`src/core/tce_pkg.sv`:
```
package tce_pkg;

   // register byte offsets on the apb window
   localparam logic [11:0] TCE_OFF_COUNT = 12'h000;
   localparam logic [11:0] TCE_OFF_CCA = 12'h004;
   localparam logic [11:0] TCE_OFF_CCB = 12'h008;
   localparam logic [11:0] TCE_OFF_PRESCALE = 12'h00c;
   localparam logic [11:0] TCE_OFF_MODE = 12'h010;
   localparam logic [11:0] TCE_OFF_OUTCTL = 12'h014;
   localparam logic [11:0] TCE_OFF_STATUS = 12'h018;
   localparam logic [11:0] TCE_OFF_CAPCTL = 12'h01c;
   localparam logic [11:0] TCE_MAP_LIMIT = 12'h01f;

   // reset values and the counter top value
   localparam logic [15:0] TCE_RST_CNT = 16'h0000;
   localparam logic [15:0] TCE_RST_CC = 16'h0000;
   localparam logic [7:0] TCE_RST_BYTE = 8'h00;
   localparam logic [15:0] TCE_CNT_MAX = 16'hffff;

   // mode_select field values (bits 3:2 of timer_mode_reg)
   localparam logic [1:0] TCE_MODE_STOP = 2'h0;
   localparam logic [1:0] TCE_MODE_RESTART = 2'h1;
   localparam logic [1:0] TCE_MODE_FREE = 2'h2;
   localparam logic [1:0] TCE_MODE_CLEAR = 2'h3;

   // clock select values (bits 1:0 of prescaler_edge_config)
   localparam logic [1:0] TCE_CLK_DIV0 = 2'h0;
   localparam logic [1:0] TCE_CLK_DIV1 = 2'h1;
   localparam logic [1:0] TCE_CLK_PIN = 2'h3;

   // edge select encodings
   localparam logic [1:0] TCE_EDGE_FALL = 2'h0;
   localparam logic [1:0] TCE_EDGE_RISE = 2'h1;
   localparam logic [1:0] TCE_EDGE_BOTH = 2'h3;

   // status bit positions
   localparam int TCE_ST_WRAP = 0;
   localparam int TCE_ST_CAPB = 1;
   localparam int TCE_ST_MATCHA = 2;

   // timing: system clock and the fixed pin-count filter rate
   localparam int TCE_PCLK_NS = 50;
   localparam int TCE_PIN_SAMPLE_LOG = 3;

   // prescaler_edge_config layout
   typedef struct packed {
      logic [1:0] secondary_edge_sel;
      logic [1:0] primary_edge_sel;
      logic [1:0] reserved;
      logic [1:0] clock_select;
   } tce_prescale_t;

   // timer_mode_reg layout
   typedef struct packed {
      logic [3:0] reserved;
      logic [1:0] mode_select;
      logic [1:0] spare;
   } tce_mode_t;

   // output_control_reg layout
   typedef struct packed {
      logic [5:0] reserved;
      logic match_toggle_enable;
      logic output_enable_bit;
   } tce_outctl_t;

   // capture control layout
   typedef struct packed {
      logic [4:0] reserved;
      logic capture_b_en;
      logic capture_a_inverse;
      logic capture_a_en;
   } tce_capctl_t;

endpackage

```
`src/core/tce_timer.sv`:
```
`timescale 1ns/10ps
module tce_timer
   import tce_pkg::*;
#(
   parameter int CNT_W = 16,
   parameter int DIV0_LOG = 1,
   parameter int DIV1_LOG = 3,
   parameter int DIV2_LOG = 5
) (
   input wire logic pclk,
   input wire logic presetn,
   input wire logic psel,
   input wire logic penable,
   input wire logic pwrite,
   input wire logic [11:0] paddr,
   input wire logic [31:0] pwdata,
   output logic [31:0] prdata,
   output logic pready,
   output logic pslverr,
   input wire logic primary_timer_input,
   input wire logic secondary_timer_input,
   output logic timer_output_pin,
   output logic match_irq_a,
   output logic capture_irq_b
);

   ////////////////////////////////////////////////////////////////////////
   // helpers

   // edge selection decode, shared by both input pins
   function automatic logic edge_ok(input logic [1:0] sel, input logic rise, input logic fall);
      logic ok;
      ok = 1'b0;
      case (sel)
         TCE_EDGE_FALL: ok = fall;
         TCE_EDGE_RISE: ok = rise;
         TCE_EDGE_BOTH: ok = rise | fall;
         default: ok = 1'b0;
      endcase
      return ok;
   endfunction

   // low k bits of the prescaler equal to a value
   function automatic logic div_at(input logic [7:0] cnt, input int k, input logic [7:0] val);
      logic [7:0] mask;
      mask = 8'((1 << k) - 1);
      return (cnt & mask) == (val & mask);
   endfunction

   ////////////////////////////////////////////////////////////////////////
   // registers

   logic [CNT_W-1:0] count_q; // up_counter_value
   logic [CNT_W-1:0] cca_q; // compare_capture_a
   logic [CNT_W-1:0] ccb_q; // compare_capture_b
   tce_prescale_t prescale_q; // prescaler_edge_config
   tce_mode_t mode_q; // timer_mode_reg
   tce_outctl_t outctl_q; // output_control_reg
   tce_capctl_t capctl_q; // capture control
   logic wrap_q; // wrap_flag
   logic capb_flag_q; // capture_irq_flag_b
   logic matcha_flag_q; // match / capture a flag
   logic wrap_win_q; // between wrap and the next count
   logic [7:0] div_q; // free-running prescaler
   logic [1:0] in_s1_q, in_s2_q; // pin synchronisers
   logic [1:0] samp_q; // previous filter sample
   logic [1:0] lvl_q; // accepted pin levels
   logic seen_run_q; // timer has run since reset
   logic pend_a_q, pend_b_q; // capture waiting for clock fall
   logic irq_a_pend_q, irq_b_pend_q; // irq waiting for clock rise
   logic tout_q; // square wave level
   logic match_irq_q, cap_irq_q; // irq pulses
   logic [31:0] rdata_q; // read data latch

   ////////////////////////////////////////////////////////////////////////
   // counter-width constants and read views

   // package values cut to the counter width; a narrow counter must still see its own top value
   localparam logic [CNT_W-1:0] CNT_ZERO = CNT_W'(TCE_RST_CNT);
   localparam logic [CNT_W-1:0] CNT_TOP = CNT_W'(TCE_CNT_MAX);
   localparam logic [CNT_W-1:0] CC_ZERO = CNT_W'(TCE_RST_CC);

   // counter-wide values zero-extended onto the 32-bit read path
   wire [31:0] count_rd = 32'(count_q);
   wire [31:0] cca_rd = 32'(cca_q);
   wire [31:0] ccb_rd = 32'(ccb_q);

   ////////////////////////////////////////////////////////////////////////
   // apb decode

   wire mapped = (paddr <= TCE_MAP_LIMIT) && (paddr[1:0] == 2'b00);
   wire setup = psel & ~penable;
   wire wr_en = psel & penable & pwrite & mapped;
   wire wr_cca = wr_en && (paddr == TCE_OFF_CCA);
   wire wr_ccb = wr_en && (paddr == TCE_OFF_CCB);
   wire wr_pre = wr_en && (paddr == TCE_OFF_PRESCALE);
   wire wr_mode = wr_en && (paddr == TCE_OFF_MODE);
   wire wr_out = wr_en && (paddr == TCE_OFF_OUTCTL);
   wire wr_stat = wr_en && (paddr == TCE_OFF_STATUS);
   wire wr_cap = wr_en && (paddr == TCE_OFF_CAPCTL);

   // zero-wait slave; unmapped or misaligned gets an error
   assign pready = 1'b1;
   assign pslverr = psel & penable & ~mapped;
   assign prdata = rdata_q;

   // read mux; a count read only samples, never triggers a capture
   logic [31:0] rd_mux;
   always_comb begin
      rd_mux = 32'h0000_0000;
      case (paddr)
         TCE_OFF_COUNT: rd_mux = count_rd;
         TCE_OFF_CCA: rd_mux = cca_rd;
         TCE_OFF_CCB: rd_mux = ccb_rd;
         TCE_OFF_PRESCALE: rd_mux = {24'h000000, prescale_q};
         TCE_OFF_MODE: rd_mux = {24'h000000, mode_q};
         TCE_OFF_OUTCTL: rd_mux = {24'h000000, outctl_q};
         TCE_OFF_STATUS: rd_mux = {29'h0, matcha_flag_q, capb_flag_q, wrap_q};
         TCE_OFF_CAPCTL: rd_mux = {24'h000000, capctl_q};
         default: rd_mux = 32'h0000_0000;
      endcase
   end

   ////////////////////////////////////////////////////////////////////////
   // count clock generation

   wire [1:0] mode_sel = mode_q.mode_select;
   wire running = (mode_sel != TCE_MODE_STOP);
   wire clk_is_pin = (prescale_q.clock_select == TCE_CLK_PIN);

   // selected divider; prescaler runs freely so a start lands anywhere in a period
   logic rise_tick, fall_tick;
   always_comb begin
      case (prescale_q.clock_select)
         TCE_CLK_DIV0: begin
            rise_tick = div_at(div_q, DIV0_LOG, 8'h00);
            fall_tick = div_at(div_q, DIV0_LOG, 8'(1 << (DIV0_LOG - 1)));
         end
         TCE_CLK_DIV1: begin
            rise_tick = div_at(div_q, DIV1_LOG, 8'h00);
            fall_tick = div_at(div_q, DIV1_LOG, 8'(1 << (DIV1_LOG - 1)));
         end
         default: begin
            rise_tick = div_at(div_q, DIV2_LOG, 8'h00);
            fall_tick = div_at(div_q, DIV2_LOG, 8'(1 << (DIV2_LOG - 1)));
         end
      endcase
   end

   // pin as count clock uses the fixed fx/8 filter rate
   wire pin_samp = div_at(div_q, TCE_PIN_SAMPLE_LOG, 8'h00);
   wire samp_tick = clk_is_pin ? pin_samp : rise_tick;

   ////////////////////////////////////////////////////////////////////////
   // input filter: level accepted after two equal samples

   wire [1:0] stable = ~(in_s2_q ^ samp_q);
   wire [1:0] differs = in_s2_q ^ lvl_q;
   wire lvl_track = running | seen_run_q; // level frozen low until first run
   wire [1:0] chg = stable & differs & {2{samp_tick & lvl_track}};
   // edges only count while running
   wire [1:0] rise_v = chg & in_s2_q & {2{running}};
   wire [1:0] fall_v = chg & ~in_s2_q & {2{running}};

   wire pri_valid = edge_ok(prescale_q.primary_edge_sel, rise_v[0], fall_v[0]);
   wire sec_valid = edge_ok(prescale_q.secondary_edge_sel, rise_v[1], fall_v[1]);
   wire pri_both = (prescale_q.primary_edge_sel == TCE_EDGE_BOTH);
   wire [1:0] inv_sel = (prescale_q.primary_edge_sel == TCE_EDGE_RISE) ? TCE_EDGE_FALL : TCE_EDGE_RISE;
   wire pri_inverse = ~pri_both & edge_ok(inv_sel, rise_v[0], fall_v[0]);

   ////////////////////////////////////////////////////////////////////////
   // capture triggers

   // the pin cannot both clock and trigger a capture
   wire trig_b = pri_valid & ~clk_is_pin & ((mode_sel == TCE_MODE_RESTART) | capctl_q.capture_b_en);
   wire trig_a_src = capctl_q.capture_a_inverse ? (pri_inverse & ~clk_is_pin) : sec_valid;
   wire trig_a = capctl_q.capture_a_en & trig_a_src;
   // captures happen at the fall of the count clock
   wire do_cap_b = pend_b_q & fall_tick & running;
   wire do_cap_a = pend_a_q & fall_tick & running;
   wire restart_clr = do_cap_b & (mode_sel == TCE_MODE_RESTART);

   ////////////////////////////////////////////////////////////////////////
   // counting, match and wrap

   // pin edges count directly in event mode
   wire cnt_tick = running & (clk_is_pin ? pri_valid : rise_tick);
   // cca in capture use does not compare
   wire match_a = cnt_tick & ~capctl_q.capture_a_en & (count_q == cca_q);
   // an equal compare clears; a lower one is passed only after the wrap
   wire match_clr = match_a & (mode_sel == TCE_MODE_CLEAR);
   // top value cut from the 16-bit package value, so counters up to 16 bits wrap and flag
   wire wrap_evt = cnt_tick & (count_q == CNT_TOP);

   // next count: stop and restart clear, a tick advances or clears on match
   logic [CNT_W-1:0] count_d;
   always_comb begin
      if (!running) begin
         count_d = CNT_ZERO;
      end else if (restart_clr) begin
         count_d = CNT_ZERO;
      end else if (cnt_tick) begin
         count_d = match_clr ? CNT_ZERO : CNT_W'(count_q + 1'b1);
      end else begin
         count_d = count_q;
      end
   end

   // flag clear loses to a new event and to the post-wrap window
   wire clr_wrap = wr_stat & pwdata[TCE_ST_WRAP];
   wire wrap_d = wrap_evt | wrap_win_q | (wrap_q & ~clr_wrap);
   // capture flag sets even if a read is in flight
   wire capb_d = do_cap_b | (capb_flag_q & ~(wr_stat & pwdata[TCE_ST_CAPB]));
   wire matcha_d = match_a | do_cap_a | (matcha_flag_q & ~(wr_stat & pwdata[TCE_ST_MATCHA]));

   // square wave toggles on each compare hit
   wire toggle_en = outctl_q.output_enable_bit & outctl_q.match_toggle_enable;
   wire tout_d = (toggle_en & match_a) ? ~tout_q : tout_q;

   ////////////////////////////////////////////////////////////////////////
   // apb side and configuration registers

   always_ff @(posedge pclk or negedge presetn) begin
      if (!presetn) begin
         rdata_q <= 32'h0000_0000;
         prescale_q <= TCE_RST_BYTE;
         mode_q <= TCE_RST_BYTE;
         outctl_q <= TCE_RST_BYTE;
         capctl_q <= TCE_RST_BYTE;
      end else begin
         // read data latched in the setup phase
         if (setup) begin
            rdata_q <= rd_mux;
         end
         // edge bits take whatever is written; software stops first
         if (wr_pre) begin
            prescale_q <= pwdata[7:0];
         end
         if (wr_mode) begin
            mode_q <= pwdata[7:0];
         end
         if (wr_out) begin
            outctl_q <= pwdata[7:0];
         end
         if (wr_cap) begin
            capctl_q <= pwdata[7:0];
         end
      end
   end

   ////////////////////////////////////////////////////////////////////////
   // capture / compare registers; a capture overrides a write

   always_ff @(posedge pclk or negedge presetn) begin
      if (!presetn) begin
         cca_q <= CC_ZERO;
         ccb_q <= CC_ZERO;
      end else begin
         if (do_cap_a) begin
            cca_q <= count_q;
         end else if (wr_cca) begin
            cca_q <= pwdata[CNT_W-1:0];
         end
         if (do_cap_b) begin
            ccb_q <= count_q;
         end else if (wr_ccb) begin
            ccb_q <= pwdata[CNT_W-1:0];
         end
      end
   end

   ////////////////////////////////////////////////////////////////////////
   // pin synchronisers and filter state

   always_ff @(posedge pclk or negedge presetn) begin
      if (!presetn) begin
         in_s1_q <= 2'b00;
         in_s2_q <= 2'b00;
         samp_q <= 2'b00;
         lvl_q <= 2'b00; // low so a high pin shows one rise at first run
         seen_run_q <= 1'b0;
      end else begin
         in_s1_q <= {secondary_timer_input, primary_timer_input};
         in_s2_q <= in_s1_q;
         if (samp_tick) begin
            samp_q <= in_s2_q;
         end
         lvl_q <= lvl_q ^ chg;
         seen_run_q <= seen_run_q | running;
      end
   end

   ////////////////////////////////////////////////////////////////////////
   // counter, pending captures and status flags

   always_ff @(posedge pclk or negedge presetn) begin
      if (!presetn) begin
         div_q <= 8'h00;
         count_q <= CNT_ZERO;
         pend_a_q <= 1'b0;
         pend_b_q <= 1'b0;
         wrap_q <= 1'b0;
         wrap_win_q <= 1'b0;
         capb_flag_q <= 1'b0;
         matcha_flag_q <= 1'b0;
      end else begin
         div_q <= div_q + 8'h01;
         count_q <= count_d;
         // pending captures wait for the fall, dropped when stopped
         pend_a_q <= running & (trig_a | (pend_a_q & ~fall_tick));
         pend_b_q <= running & (trig_b | (pend_b_q & ~fall_tick));
         wrap_q <= wrap_d;
         // window lasts from the wrap to the next count clock
         if (wrap_evt) begin
            wrap_win_q <= 1'b1;
         end else if (cnt_tick | ~running) begin
            wrap_win_q <= 1'b0;
         end
         capb_flag_q <= capb_d;
         matcha_flag_q <= matcha_d;
      end
   end

   ////////////////////////////////////////////////////////////////////////
   // interrupt pulses and timer output

   always_ff @(posedge pclk or negedge presetn) begin
      if (!presetn) begin
         irq_a_pend_q <= 1'b0;
         irq_b_pend_q <= 1'b0;
         match_irq_q <= 1'b0;
         cap_irq_q <= 1'b0;
         tout_q <= 1'b0;
      end else begin
         // capture irq held until the next rise of the count clock
         irq_a_pend_q <= running & (do_cap_a | (irq_a_pend_q & ~rise_tick));
         irq_b_pend_q <= running & (do_cap_b | (irq_b_pend_q & ~rise_tick));
         match_irq_q <= match_a | (irq_a_pend_q & rise_tick);
         cap_irq_q <= irq_b_pend_q & rise_tick;
         tout_q <= tout_d;
      end
   end

   assign match_irq_a = match_irq_q;
   assign capture_irq_b = cap_irq_q;
   // pin low whenever the output is disabled
   assign timer_output_pin = tout_q & outctl_q.output_enable_bit;

endmodule

```
`config.mk`:
```
export PLATFORM = sky130hd
export DESIGN_NAME = tce_timer
export DESIGN_NICKNAME = d
export VERILOG_FILES = /design/src/core/tce_pkg.sv /design/src/core/tce_timer.sv
export SDC_FILE = /design/constraint.sdc
export NUM_CORES = 1
export LEC_CHECK = 0
export CORE_MARGIN = 5
export CORE_UTILIZATION = 30
export CTS_CLUSTER_DIAMETER = 50
export DETAILED_ROUTE_END_ITERATION = 10
export DONT_BUFFER_PORTS = 1
export GPL_ROUTABILITY_DRIVEN = 1
export GPL_TIMING_DRIVEN = 1
export REMOVE_ABC_BUFFERS = 1
export SYNTH_ARGS = -nofsm -noshare
export SYNTH_HDL_FRONTEND = slang
export SYNTH_SLANG_ARGS = --single-unit
```
`constraint.sdc`:
```
create_clock -name pclk -period 5.85 [get_ports pclk]
set_clock_uncertainty 0.15 [all_clocks]
set_input_delay 0 -clock pclk [delete_from_list [all_inputs] [get_ports pclk]]
set_output_delay 0 -clock pclk [all_outputs]
set_load 0.01 [all_outputs]
```
---- Word level (Yosys, flattened, before mapping) ----
Cells that the tools add are included.
Widths: inputs -> output; s select.
word-level totals
  register bits ........................... 140
  bits of input ports ..................... 51
  word-level logic and storage cells ...... 179
operators by class
  $add $sub $neg .......................... 2
  order comparisons ....................... 1
  eq/ne operators ......................... 22
  mux-type cells .......................... 20
  bitwise gates (word level) .............. 78
  reductions and logical operators ........ 21
operators by type and width
  cell                   count
  $mux 16                8
  $pmux 16 s8            1
  $eq 12x5->1 const B    4
  $and 1x1->1            40
  $eq 12x4->1 const B    2
  $logic_not 8->1        3
  $add 16x1->16 const B  1
  $eq 16x16->1           1
  $eq 16x16->1 const B   1
  $or 1x1->1             15
  $and 2x2->2            6
  $eq 12x3->1 const B    1
  $le 12x5->1 const B    1
  $logic_not 12->1       1
  $not 1->1              12
  $logic_not 2->1        5
  $pmux 1 s3             3
  $add 8x1->8 const B    1
  $eq 2x1->1 const B     4
  $eq 2x2->1 const B     4
  $logic_and 1x1->1      8
  $reduce_bool 2->1      4
  $mux 1                 6
  $xor 2x2->2            3
  7 further kinds        9

---- Logic depth before layout (Yosys ltp) ----
Gate-level depths: netlist (run 1).
  depth after elaboration ................. 18
  mapped depth ............................ 9

---- Least setup slack after synthesis (run 1) ----
Ideal clock, no wire load.
  path kind ............................... reg2reg
  start point ............................. register count_q[2]
  end point ............................... register count_q[0]
  setup time .............................. 0.125 ns
  arrival ................................. 1.952 ns
  path slack .............................. 3.623 ns
  cell stages (with the launch flop) ...... 8
  period minus slack after synthesis ...... 2.227 ns
  path through ............................ dfrtp_1 -> buf_6 -> xnor2_2 -> nand4_1 -> or3_4 -> nor4_4 -> nor2_2 -> mux2_2
on the way
  longest elaborated chain between the ends .. 7
RTL lines
  what                    RTL line          text
  start, declared         tce_timer.sv:53   logic [CNT_W-1:0] count_q;
  start signal, assigned  tce_timer.sv:308  count_q <= count_d;
  $eq 16x16->1            tce_timer.sv:189  wire match_a = cnt_tick & ~capctl_q.capture_a_en & (count_q == cca_q);
  $and 1x1->1             tce_timer.sv:189
  $and 1x1->1             tce_timer.sv:191  wire match_clr = match_a & (mode_sel == TCE_MODE_CLEAR);
  $mux 16                 tce_timer.sv:203  count_d = match_clr ? CNT_ZERO : CNT_W'(count_q + 1'b1);
  $mux 16                 tce_timer.sv:202  end else if (cnt_tick) begin
  $mux 16                 tce_timer.sv:200  end else if (restart_clr) begin
  $mux 16                 tce_timer.sv:198  if (!running) begin
No other way between the ends. The select of a mux whose other input is x is not followed.
A chain may end at the register's enable or synchronous reset.

---- Final worst setup path (run 1) ----
  start point ............................. input port paddr[3]
  end point ............................... register ccb_q[14]
on the way
  longest elaborated chain between the ends .. 5
RTL lines
  what                           RTL line          text
  start, declared                tce_timer.sv:15   input wire logic [11:0] paddr,
  $le 12x5->1                    tce_timer.sv:91   wire mapped = (paddr <= TCE_MAP_LIMIT) && (paddr[1:0] == 2'b00);
  $logic_and 1x1->1              tce_timer.sv:91
  $and 1x1->1                    tce_timer.sv:93   wire wr_en = psel & penable & pwrite & mapped;
  $logic_and 1x1->1 *            tce_timer.sv:95   wire wr_ccb = wr_en && (paddr == TCE_OFF_CCB);
  $reduce_bool 2->1 (no line) *  -
  end signal, assigned           tce_timer.sv:265  ccb_q <= count_q;
  end signal, assigned           tce_timer.sv:267  ccb_q <= pwdata[CNT_W-1:0];
  end, declared                  tce_timer.sv:55   logic [CNT_W-1:0] ccb_q;
Mark *: on every way between the ends. The rest lies on a longest branch, timed or not.

==> results of run 1 <==
[flip-flops by register name, indices dropped and copies added (netlist names), 2 cells and up]
name and flops:
mode_q 6, ccb_q 16, in_s2_q 2, capctl_q 8
mode_sel 2, samp_q 2, outctl_q 8, prdata 16
div_q 5, in_s1_q 2, count_q 16, cca_q 16
lvl_q 2, prescale_q 8
[where the power goes]
part / switching, mW / total, mW / internal (mW)
Clock: 0.398 / 1.17 / 0.769
Sequential: 0.00546 / 0.849 / 0.843
Combinational: 0.0620 / 0.0949 / 0.0329
Total: 0.465 / 2.11 / 1.65
[worst min-delay path by stage]
stage	from	endpoint	slack [ns]
2_1_floorplan	presetn	capb_flag_q	-0.45
3_3_place_gp	presetn	prdata[14]	-0.43
3_5_place_dp	presetn	prdata[14]	-0.43
4_1_cts	paddr[10]	prdata[1]	0.0005
5_1_grt	primary_timer_input	in_s1_q[0]	0.0003
6_report	primary_timer_input	in_s1_q[0]	0.004
[synth_stat cells (9+ instances only)]
cell type,number
dfrtp_1,121
nand2_1,91
nor2_1,60
mux2_2,35
mux2i_1,35
o21ai_0,35
a21oi_1,25
clkbuf_1,25
a31oi_1,19
buf_4,18
inv_1,12
nand3_1,12
xor2_1,12
nor3_1,10
a22o_1,9
o21ai_1,9
o31ai_1,9
xnor2_1,9
[per-layer routing]
layer | vias to the layer above | global-route usage | wire (um)
met5 | - | 0 | 0
met4 | 0 | 0.05118 | 365
met3 | 28 | 0.02761 | 909
met2 | 146 | 0.2290 | 8276
met1 | 2553 | 0.2054 | 8138
li1 | 2416 | - | -
[through the flow]
stage	instances	area, sq um	util
4_1_cts	984	7752	0.3574
3_3_place_gp	914	6696	0.3088
2_1_floorplan	630	6314	-
6_report	984	7752	0.3574
5_1_grt	984	7752	0.3574
3_5_place_dp	914	6696	0.3088
[repair_timing]
item,in CTS,in global routing
endpoints found under the hold margin,206,0
setup endpoints to repair,0,0
hold buffers,38,0
resized for setup,0,0
[critical path: stages]
cell,delay [ns]
dlygate4sd3_1,1.32
nor2b_1,0.59
buf_4,0.30
nor3b_4,0.25
dlygate4sd3_1,1.10
nand2_1,0.13
a31oi_1,0.19
[placed cells by master (no fill, tap or decap), drive strengths merged, types with 7 or more instances in the layout]
master and n:
dlygate4sd3 37, inv 14, nand3 12, o21ai 44, nor2b 7, clkbuf 18
xnor2 10, a21oi 25, nor4 7, nor3 12, nor2 62, a22o 9
a22oi 7, mux2 38, dfrtp 121, conb 17, nand2 91, xor2 12
mux2i 35, o31ai 9, nand2b 7, a31oi 19
[cells by family (layout without fill, tap and decap cells)]
group / count (synthesis) / in the layout / synth area share
AOI/OAI and AO/OA: 153 / 153 / 0.1562
xor gates and xnor gates: 22 / 22 / 0.03048
adders and majority gates: 3 / 3 / 0.005716
buffers and inverters: 67 / 86 / 0.05410
DFF: 121 / 121 / 0.4610
muxes: 73 / 73 / 0.1185
other: 2 / 17 / 0.001144
and+or+nand+nor: 229 / 229 / 0.1728
[cell type report]
cell class | count | area share
clock buffer | 18 | 0.05665
sequential | 121 | 0.3906
tap | 280 | 0.04519
multi-input combinational | 497 | 0.4183
timing repair buffer | 42 | 0.05520
inverter | 12 | 0.005810
clock inverter | 14 | 0.02824
==> summary.md, run 1 <==
| Metric | Value |
|---|---|
| Multi-input logic area | 3243 sq um |
| Post-synth top area cell | dfrtp_1 |
| GP Congestion | 0.8069 |
| Post-synth top area share | 0.4610 |
| Initial core utilization | 0.3028 |
| Vias in the first global route | 5037 |
| Final WS setup | 2.131 ns |
| Hold path cells | 1 |
| Fin. Hold Viols | 0 |
| Critical path arrival | 3.90 ns |
| Pwr dens | 272.3 nW/um^2 |
| Yosys warning total | 0 |
| RSZ-0062 raised after global routing | no |
| Post-synth EDFFs | 0 |
| CP Launch Point | paddr[3] |
| CP endpoint | ccb_q[14] |
| Critical Path RT | 6.04 ns |
| Clock latency on the worst-skew pair | 0.42 ns |
| Port buffer count | 0 |
| CP startpoint kind | input pin |
| DRC viols | 0 |
| Largest net degree at the start of global routing | 122 |
| Die Width | 158.0 um |
| DRT iter0 DRCs | 497 |
| Max Cap Viol | 0 |
| Io pins | 88 |
| Syn Std Cell Area | 6568 sq um |
| Rel. slew slack | 0.2105 |
| Setup violations, final | 0 |
| Layout cells sized above 1 | 0.1250 |
| Area grow syn2layout | 18.04% |
| Setup Buffers After CTS | 0 |
| CTS Buf Count | 17 |
| First-pass GRT wire length | 28.69 mm |
| Slew @ Worst Pin | 1.180 ns |
| Final net count | 745 |
| Min Tclk post-route | 3.719 ns |
| Status | complete, no violations |
| Bufs on Longest Clock Path | 2 |
| R2R depth | 8 |
| N_diodes | 0 |
| Std cell rows | 54 |
| Post-synthesis area per instance | 9.802 sq um |
| Distinct cells, synth | 71 |
| Vias | 5143 |
| Clk slew on worst S/H paths | 0.06 ns |
| CTS tree | yes |
| Leakage | 3.349 nW |
| Fill cells | 2129 |
| Main flop type after synthesis | dfrtp_1 |
| Core area | 21690 sq um |
| Total Die Area | 24950 sq um |
| Crit Path Class | input pin to flop |
| FF-to-FF End | count_q[0] |
| Final max-slew violation count | 0 |
| Post-detail-place hpwl | 11.43 mm |
| Root buf cell | clkbuf_16 |
| Post-DRT Antenna Nets | 0 |
| CP Capture Type | flop |
| Grt ovf | 0 |
| Pre-antenna DRT Iters | 5 |
| Initial antenna violation count | 0 |
| H-tree depth | 4 |
| Setup Total Neg Slack | 0 ns |
| Hold WC Path Type | input pin to flop |
| FF+latch area | 3028 sq um |
| Synthesized netlist cell count | 670 |
| FFs w/ async S/R, synth | 1.000 |
| Hold slack | 0.003643 ns |
| Max VDD drop | 186.6 uV |
| Die Height | 158.0 um |
| Reg2Reg Setup Slack | 2.94 ns |
| DR WL/cell | 17.98 um |
| Pre-CTS setup slack | 2.977 ns |
| Leading post-synthesis cells by cell area | dfrtp_1 (46%), mux2_2 (6.0%), mux2i_1 (5.3%) |
| Reg-to-reg startpoint | div_q[0] |
| Seq cells post-synth | 121 |
| Clk sink count | 121 |
| CP Max Fanout | 23 |
| Fmax | 0.2689 GHz |
| DRT Wirelength | 17.69 mm |
| Total power | 2.111 mW |
| Global Route Usage Sum | 0.1470 |
| Fin crit share | 0.6357 |
| Register area share after synthesis | 0.4610 |
| Vias per std cell | 5.227 |
(Power assumes the default switching activity.)
==> run 2: changes to the inputs <==
- clock period: 5.85 -> 3.5 ns (I/O delays scaled with it)
==> summary.md, run 2 (synthesis results as in run 1) <==
| Metric | Value |
|---|---|
| Critical path arrival | 3.50 ns (-0.40 ns) |
| Critical Path RT | 3.65 ns (-2.39 ns) |
| Port buffer count | 0 (unchanged) |
| Min-Delay Startpoint | penable |
| Hold slack | 0.008213 ns (+0.004570 ns) |
| Most common cell after layout, fill and taps aside | dfrtp_1 |
| Hold path cells | 1 (unchanged) |
| Clk pwr share | 0.557 (+0.004) |
| CP Capture Type | flop |
| Setup Total Neg Slack | 0 ns (unchanged) |
| Comb pwr share | 0.046 (about the same) |
| Area grow syn2layout | 19.66% |
| Reg-to-reg startpoint | count_q[2] |
| Design area | 7859 sq um (+1.4%) |
| Initial antenna violation count | 0 (unchanged) |
| Largest net degree at the start of global routing | 122 (unchanged) |
| Sequential Power Share | 0.397 (-0.005) |
| Setup violations, final | 0 (unchanged) |
| Fmax | 0.2988 GHz |
| Rel. slew slack | 0.3229 (+0.1124) |
| FF-to-FF End | count_q[15] |
| Bufs on Longest Clock Path | 2 (unchanged) |
| Placed Instances | 920 (+0.66%) |
| Final max-slew violation count | 0 (unchanged) |
| DRT iter0 DRCs | 368 (-26%) |
| Vias in the first global route | 5079 (+0.83%) |
| DR WL/cell | 17.94 um (-0.24%) |
| R2R depth | 6 (-2) |
| Switching Fraction | 0.2137 (-0.006723) |
| Pre-antenna DRT Iters | 5 (unchanged) |
| Fin. Hold Viols | 0 (unchanged) |
| Min Tclk post-route | 3.346 ns |
| Vias | 5094 (-0.95%) |
| Clk sink count | 121 (unchanged) |
| GP Congestion | 0.8186 (+1.4%) |
| Reg2Reg Setup Slack | 0.69 ns (-2.25 ns) |
| Vias per std cell | 5.130 (-1.9%) |
| Most frequent cells in the layout | dfrtp_1 (121), nand2_1 (91), nor2_1 (59), dlygate4sd3_1 (40) |
| Fin crit share | 0.9561 |
| CP startpoint kind | input pin |
| H-tree depth | 4 (unchanged) |
| Slew @ Worst Pin | 1.012 ns (-0.1681 ns) |
| Leakage | 3.422 nW (+2.2%) |
| Post-CTS sizing | 0 (unchanged) |
| CP Max Fanout | 12 (-48%) |
| N_diodes | 0 (unchanged) |
| Clock latency on the worst-skew pair | 0.42 ns (about the same) |
| Max Cap Viol | 0 (unchanged) |
| Worst Hold Path EP | pslverr |
| Initial core utilization | 0.3028 (unchanged) |
| Total Die Area | 24950 sq um (unchanged) |
| DRC viols | 0 (unchanged) |
| Int Power | 2.807 mW (+71%) |
| Placed cell areas | 6741 sq um (+0.67%) |
| Io pins | 88 (unchanged) |
| Max VDD drop | 343.9 uV (+84%) |
| Clk slew on worst S/H paths | 0.06 ns (about the same) |
| CTS tree | yes |
| Status | complete, no violations |
| RSZ-0062 raised after global routing | no |
| First-pass GRT wire length | 28.09 mm (-2.1%) |
| Pwr dens | 454.2 nW/um^2 (+67%) |
| Root buf cell | clkbuf_16 |
| Total power | 3.570 mW (+69%) |
| Die Width | 158.0 um (unchanged) |
| CTS Buf Count | 17 (unchanged) |
| Die Height | 158.0 um (unchanged) |
| Grt ovf | 0 (unchanged) |
| Fin cells | 993 (+0.91%) |
| Post-DRT Antenna Nets | 0 (unchanged) |
| Post-detail-place hpwl | 11.64 mm (+1.8%) |
| Crit Path Class | input pin to flop |
| Layout cells sized above 1 | 0.1318 (+0.006837) |
| Final net count | 755 (+1.3%) |
| Psw | 762.8 uW (+64%) |
| Core area | 21690 sq um (unchanged) |
| DRT Wirelength | 17.81 mm (+0.67%) |
| Std cell rows | 54 (unchanged) |
| Global Route Usage Sum | 0.1458 (-0.001223) |
| Hold WC Path Type | input pin to output pin |
==> run 2: cell count changes in the layout (fill, tap and decap cells not counted), sizes merged <==
cell	previous run	this run
clkbuf	18	21
buf	5	12
inv	14	13
dlygate4sd3	37	40
clkinvlp	2	1
clkinv	5	3
==> run 2: critical path: stages <==
cell,delay [ns]
dlygate4sd3_1,0.56
nor4_2,0.16
and3_2,0.40
nand4_4,0.24
dlygate4sd3_1,0.70
nor3_4,0.48
mux2_2,0.40
dlygate4sd3_1,0.56
==> run 2: cell type report <==
| type | count | area (sq um) |
|---|---|---|
| clock buffers | 21 | 480.5 |
| clock inverters | 10 | 188.9 |
| fillers | 2142 | 13830 |
| inverters | 12 | 45.04 |
| multi-input cells | 497 | 3243 |
| flip-flops and latches | 121 | 3028 |
| well taps | 280 | 350.3 |
| repair buffers | 52 | 523.0 |
==> run 2: power by group through the flow <==
stage | registers, mW | clock network, mW | logic, mW
global placement | 1.44 | 0 | 0.0720
finish | 1.42 | 1.99 | 0.163
detailed placement | 1.44 | 0 | 0.0720
floorplan | 1.44 | 0 | 0.0577
CTS | 1.42 | 2.02 | 0.164
global route | 1.42 | 2.08 | 0.181
==> run 2: per-stage QoR <==
step / worst slack [ns] / util
floorplan: 0.9242 / -
global placement: 0.7543 / 0.3108
detailed placement: 0.7284 / 0.3108
CTS: 0.2196 / 0.3624
global route: 0.09089 / 0.3624
finish: 0.1536 / 0.3624
==> run 2: worst max-delay path by stage <==
stage,slack (ns),cells past startpoint,from,endpoint
global route,0.09,8,paddr[0],prescale_q[3]
CTS,0.22,8,paddr[0],prescale_q[3]
finish,0.15,8,paddr[0],prescale_q[3]
floorplan,0.92,7,div_q[0],cca_q[0]
global placement,0.75,6,count_q[2],count_q[15]
detailed placement,0.73,6,count_q[2],count_q[15]
==> run 2: metal layers <==
layer / track usage / vias to the layer above / routed length (um)
li1: - / 2417 / -
met1: 0.1945 / 2514 / 8137
met2: 0.2363 / 139 / 8409
met3: 0.03144 / 24 / 1006
met4: 0.04793 / 0 / 257
met5: 0 / - / 0
==> run 2: what timing repair did <==
item                                   CTS  global route
endpoints found under the hold margin  206             0
setup buffers                            0             0
hold buffers                            42             0
==> run 3: changes to the inputs <==
- RECOVER_POWER: unset -> 25
==> summary.md, run 3 (synthesis results as in run 1) <==
| Metric | Value |
|---|---|
| Status | finished, violations left |
| Failing checks | capacitance limit, slew limit |
| Fill cells | 2144 (+0.093%) |
| Initial core utilization | 0.3028 (unchanged) |
| Max VDD drop | 343.9 uV (about the same) |
| Fmax | 0.2988 GHz (unchanged) |
| Min Tclk post-route | 3.346 ns (unchanged) |
| Crit path max-delay family | buffers and inverters |
| Most common cell after layout, fill and taps aside | dfrtp_1 |
| DRT iter0 DRCs | 368 (unchanged) |
| Min-Delay Startpoint | penable |
| Critical Path RT | 3.65 ns (about the same) |
| Setup Buffers After CTS | 0 (unchanged) |
| Hold WC Path Type | input pin to output pin |
| Leakage | 3.414 nW (-0.24%) |
| DRT Wirelength | 17.82 mm (about the same) |
| Slew @ Worst Pin | 1.703 ns (+0.6911 ns) |
| Critical path arrival | 3.50 ns (about the same) |
| RSZ-0062 raised after global routing | no |
| Post-detail-place hpwl | 11.64 mm (unchanged) |
| H-tree depth | 4 (unchanged) |
| Setup Total Neg Slack | 0 ns (unchanged) |
| R2R depth | 6 (unchanged) |
| Final net count | 755 (unchanged) |
| Vias per std cell | 5.130 (unchanged) |
| Total Die Area | 24950 sq um (unchanged) |
| Clk sink count | 121 (unchanged) |
| Grt ovf | 0 (unchanged) |
| Final WS setup | 0.1536 ns (unchanged) |
| Vias in the first global route | 5079 (unchanged) |
| Bufs on Longest Clock Path | 2 (unchanged) |
| CP Capture Type | flop |
| Multi-input logic area | 3243 sq um (unchanged) |
| Worst path most repeated cell | dlygate4sd3_1 |
| Reg-to-reg startpoint | count_q[2] |
| Rel. slew slack | -0.1356 (-0.4585) |
| Largest net degree at the start of global routing | 122 (unchanged) |
| Layout cells sized above 1 | 0.1318 (unchanged) |
| Fin. Hold Viols | 0 (unchanged) |
| DR WL/cell | 17.94 um (about the same) |
| CP max stage cell | dlygate4sd3_1 |
| Worst Hold Path EP | pslverr |
| Finished Core Util | 0.3614 (-0.0009230) |
| Die Height | 158.0 um (unchanged) |
| Die Width | 158.0 um (unchanged) |
| Hold path cells | 1 (unchanged) |
| Setup violations, final | 0 (unchanged) |
| First-pass GRT wire length | 28.09 mm (unchanged) |
| Pre-CTS setup slack | 0.7284 ns (unchanged) |
| Core area | 21690 sq um (unchanged) |
| Pre-antenna DRT Iters | 5 (unchanged) |
| Total power | 3.567 mW (about the same) |
| Io pins | 88 (unchanged) |
| FF+latch area | 3028 sq um (unchanged) |
| GP Congestion | 0.8186 (unchanged) |
| Most frequent cells in the layout | dfrtp_1 (121), nand2_1 (91), nor2_1 (59), dlygate4sd3_1 (40) |
| CP Max Fanout | 12 (unchanged) |
| Pwr dens | 455.0 nW/um^2 (+0.17%) |
| CP Launch Point | paddr[0] |
| CP startpoint kind | input pin |
| Area grow syn2layout | 19.36% |
| Crit path largest cell delay | 0.70 ns (about the same) |
| N_diodes | 0 (unchanged) |
| Vias | 5094 (unchanged) |
| Final max-slew violation count | 122 (+122) |
| Root buf cell | clkbuf_16 |
| Sequence of cells on the critical path | dlygate4sd3_1 -> nor4_2 -> and3_2 -> nand4_4 -> dlygate4sd3_1 -> nor3_4 -> mux2_2 -> dlygate4sd3_1 |
| Post-DRT Antenna Nets | 0 (unchanged) |
| Initial antenna violation count | 0 (unchanged) |
| CTS tree | yes |
| Fin crit share | 0.9561 (unchanged) |
| FF-to-FF End | count_q[15] |
| Clock latency on the worst-skew pair | 0.42 ns (about the same) |
| Global Route Usage Sum | 0.1458 (unchanged) |
| Std cell rows | 54 (unchanged) |
| Clk slew on worst S/H paths | 0.06 ns (about the same) |
| Port buffer count | 0 (unchanged) |
| Max Cap Viol | 1 (+1) |
| CTS Buf Count | 17 (unchanged) |
| DRC viols | 0 (unchanged) |
| Buffers plus inverters on the worst setup path | 3 (unchanged) |
| Crit Path Class | input pin to flop |
| Reg2Reg Setup Slack | 0.69 ns (about the same) |
[run 3: cell count changes in the layout (fill, tap and decap cells not counted), sizes merged]
cell    delta
buf        -1
clkbuf     +1
[run 3: metrics by stage]
step | hold slack, ns | cells | cell area [sq um]
2_1_floorplan | -0.4456 | 630 | 6314
3_3_place_gp | -0.4347 | 920 | 6741
3_5_place_dp | -0.4349 | 920 | 6741
4_1_cts | 0.008899 | 993 | 7859
5_1_grt | 0.01293 | 993 | 7839
6_report | 0.008213 | 993 | 7839
[run 3: timing repair]
item / in CTS / in global routing
hold buffers: 42 / 0
gates resized for setup: 0 / 0
hold endpoints to repair: 206 / 0
setup endpoints to repair: 0 / 0
[run 3: worst max-delay path by stage]
stage,to,slack [ns],depth (start not counted)
final,prescale_q[3],0.15,8
after CTS,prescale_q[3],0.22,8
after floorplan,cca_q[0],0.92,7
after detailed placement,count_q[15],0.73,6
after global placement,count_q[15],0.75,6
after global routing,prescale_q[3],0.09,8
[run 3: layout make-up]
type	instances	share of cell area
Tap cell	280	0.04469
Multi-Input combinational cell	497	0.4137
Inverter	12	0.005746
Sequential cell	121	0.3863
Clock buffer	21	0.06129
Timing Repair Buffer	52	0.06417
Clock inverter	10	0.02410
[run 3: worst reg2reg max path, stage by stage (launching register included)]
cell and delay (ns):
dfrtp_1 0.49, xnor2_2 0.20, nand4_1 0.17, or3_4 0.45
o41ai_4 0.75, o21ai_0 0.20, mux2_2 0.29
[run 3: where the power goes]
group | switching (mW) | internal, mW
registers | 0.00897 | 1.41
logic | 0.103 | 0.0566
clock network | 0.650 | 1.34
[run 3: layer usage]
| metal | GRT usage | wire length, um | vias to the layer above | share of wire |
|---|---|---|---|---|
| met2 | 0.2363 | 8421 | 139 | 0.47 |
| met5 | 0 | 0 | - | 0 |
| met3 | 0.03144 | 1006 | 24 | 0.056 |
| met4 | 0.04793 | 257 | 0 | 0.014 |
| met1 | 0.1945 | 8129 | 2514 | 0.46 |
| li1 | - | - | 2417 | - |
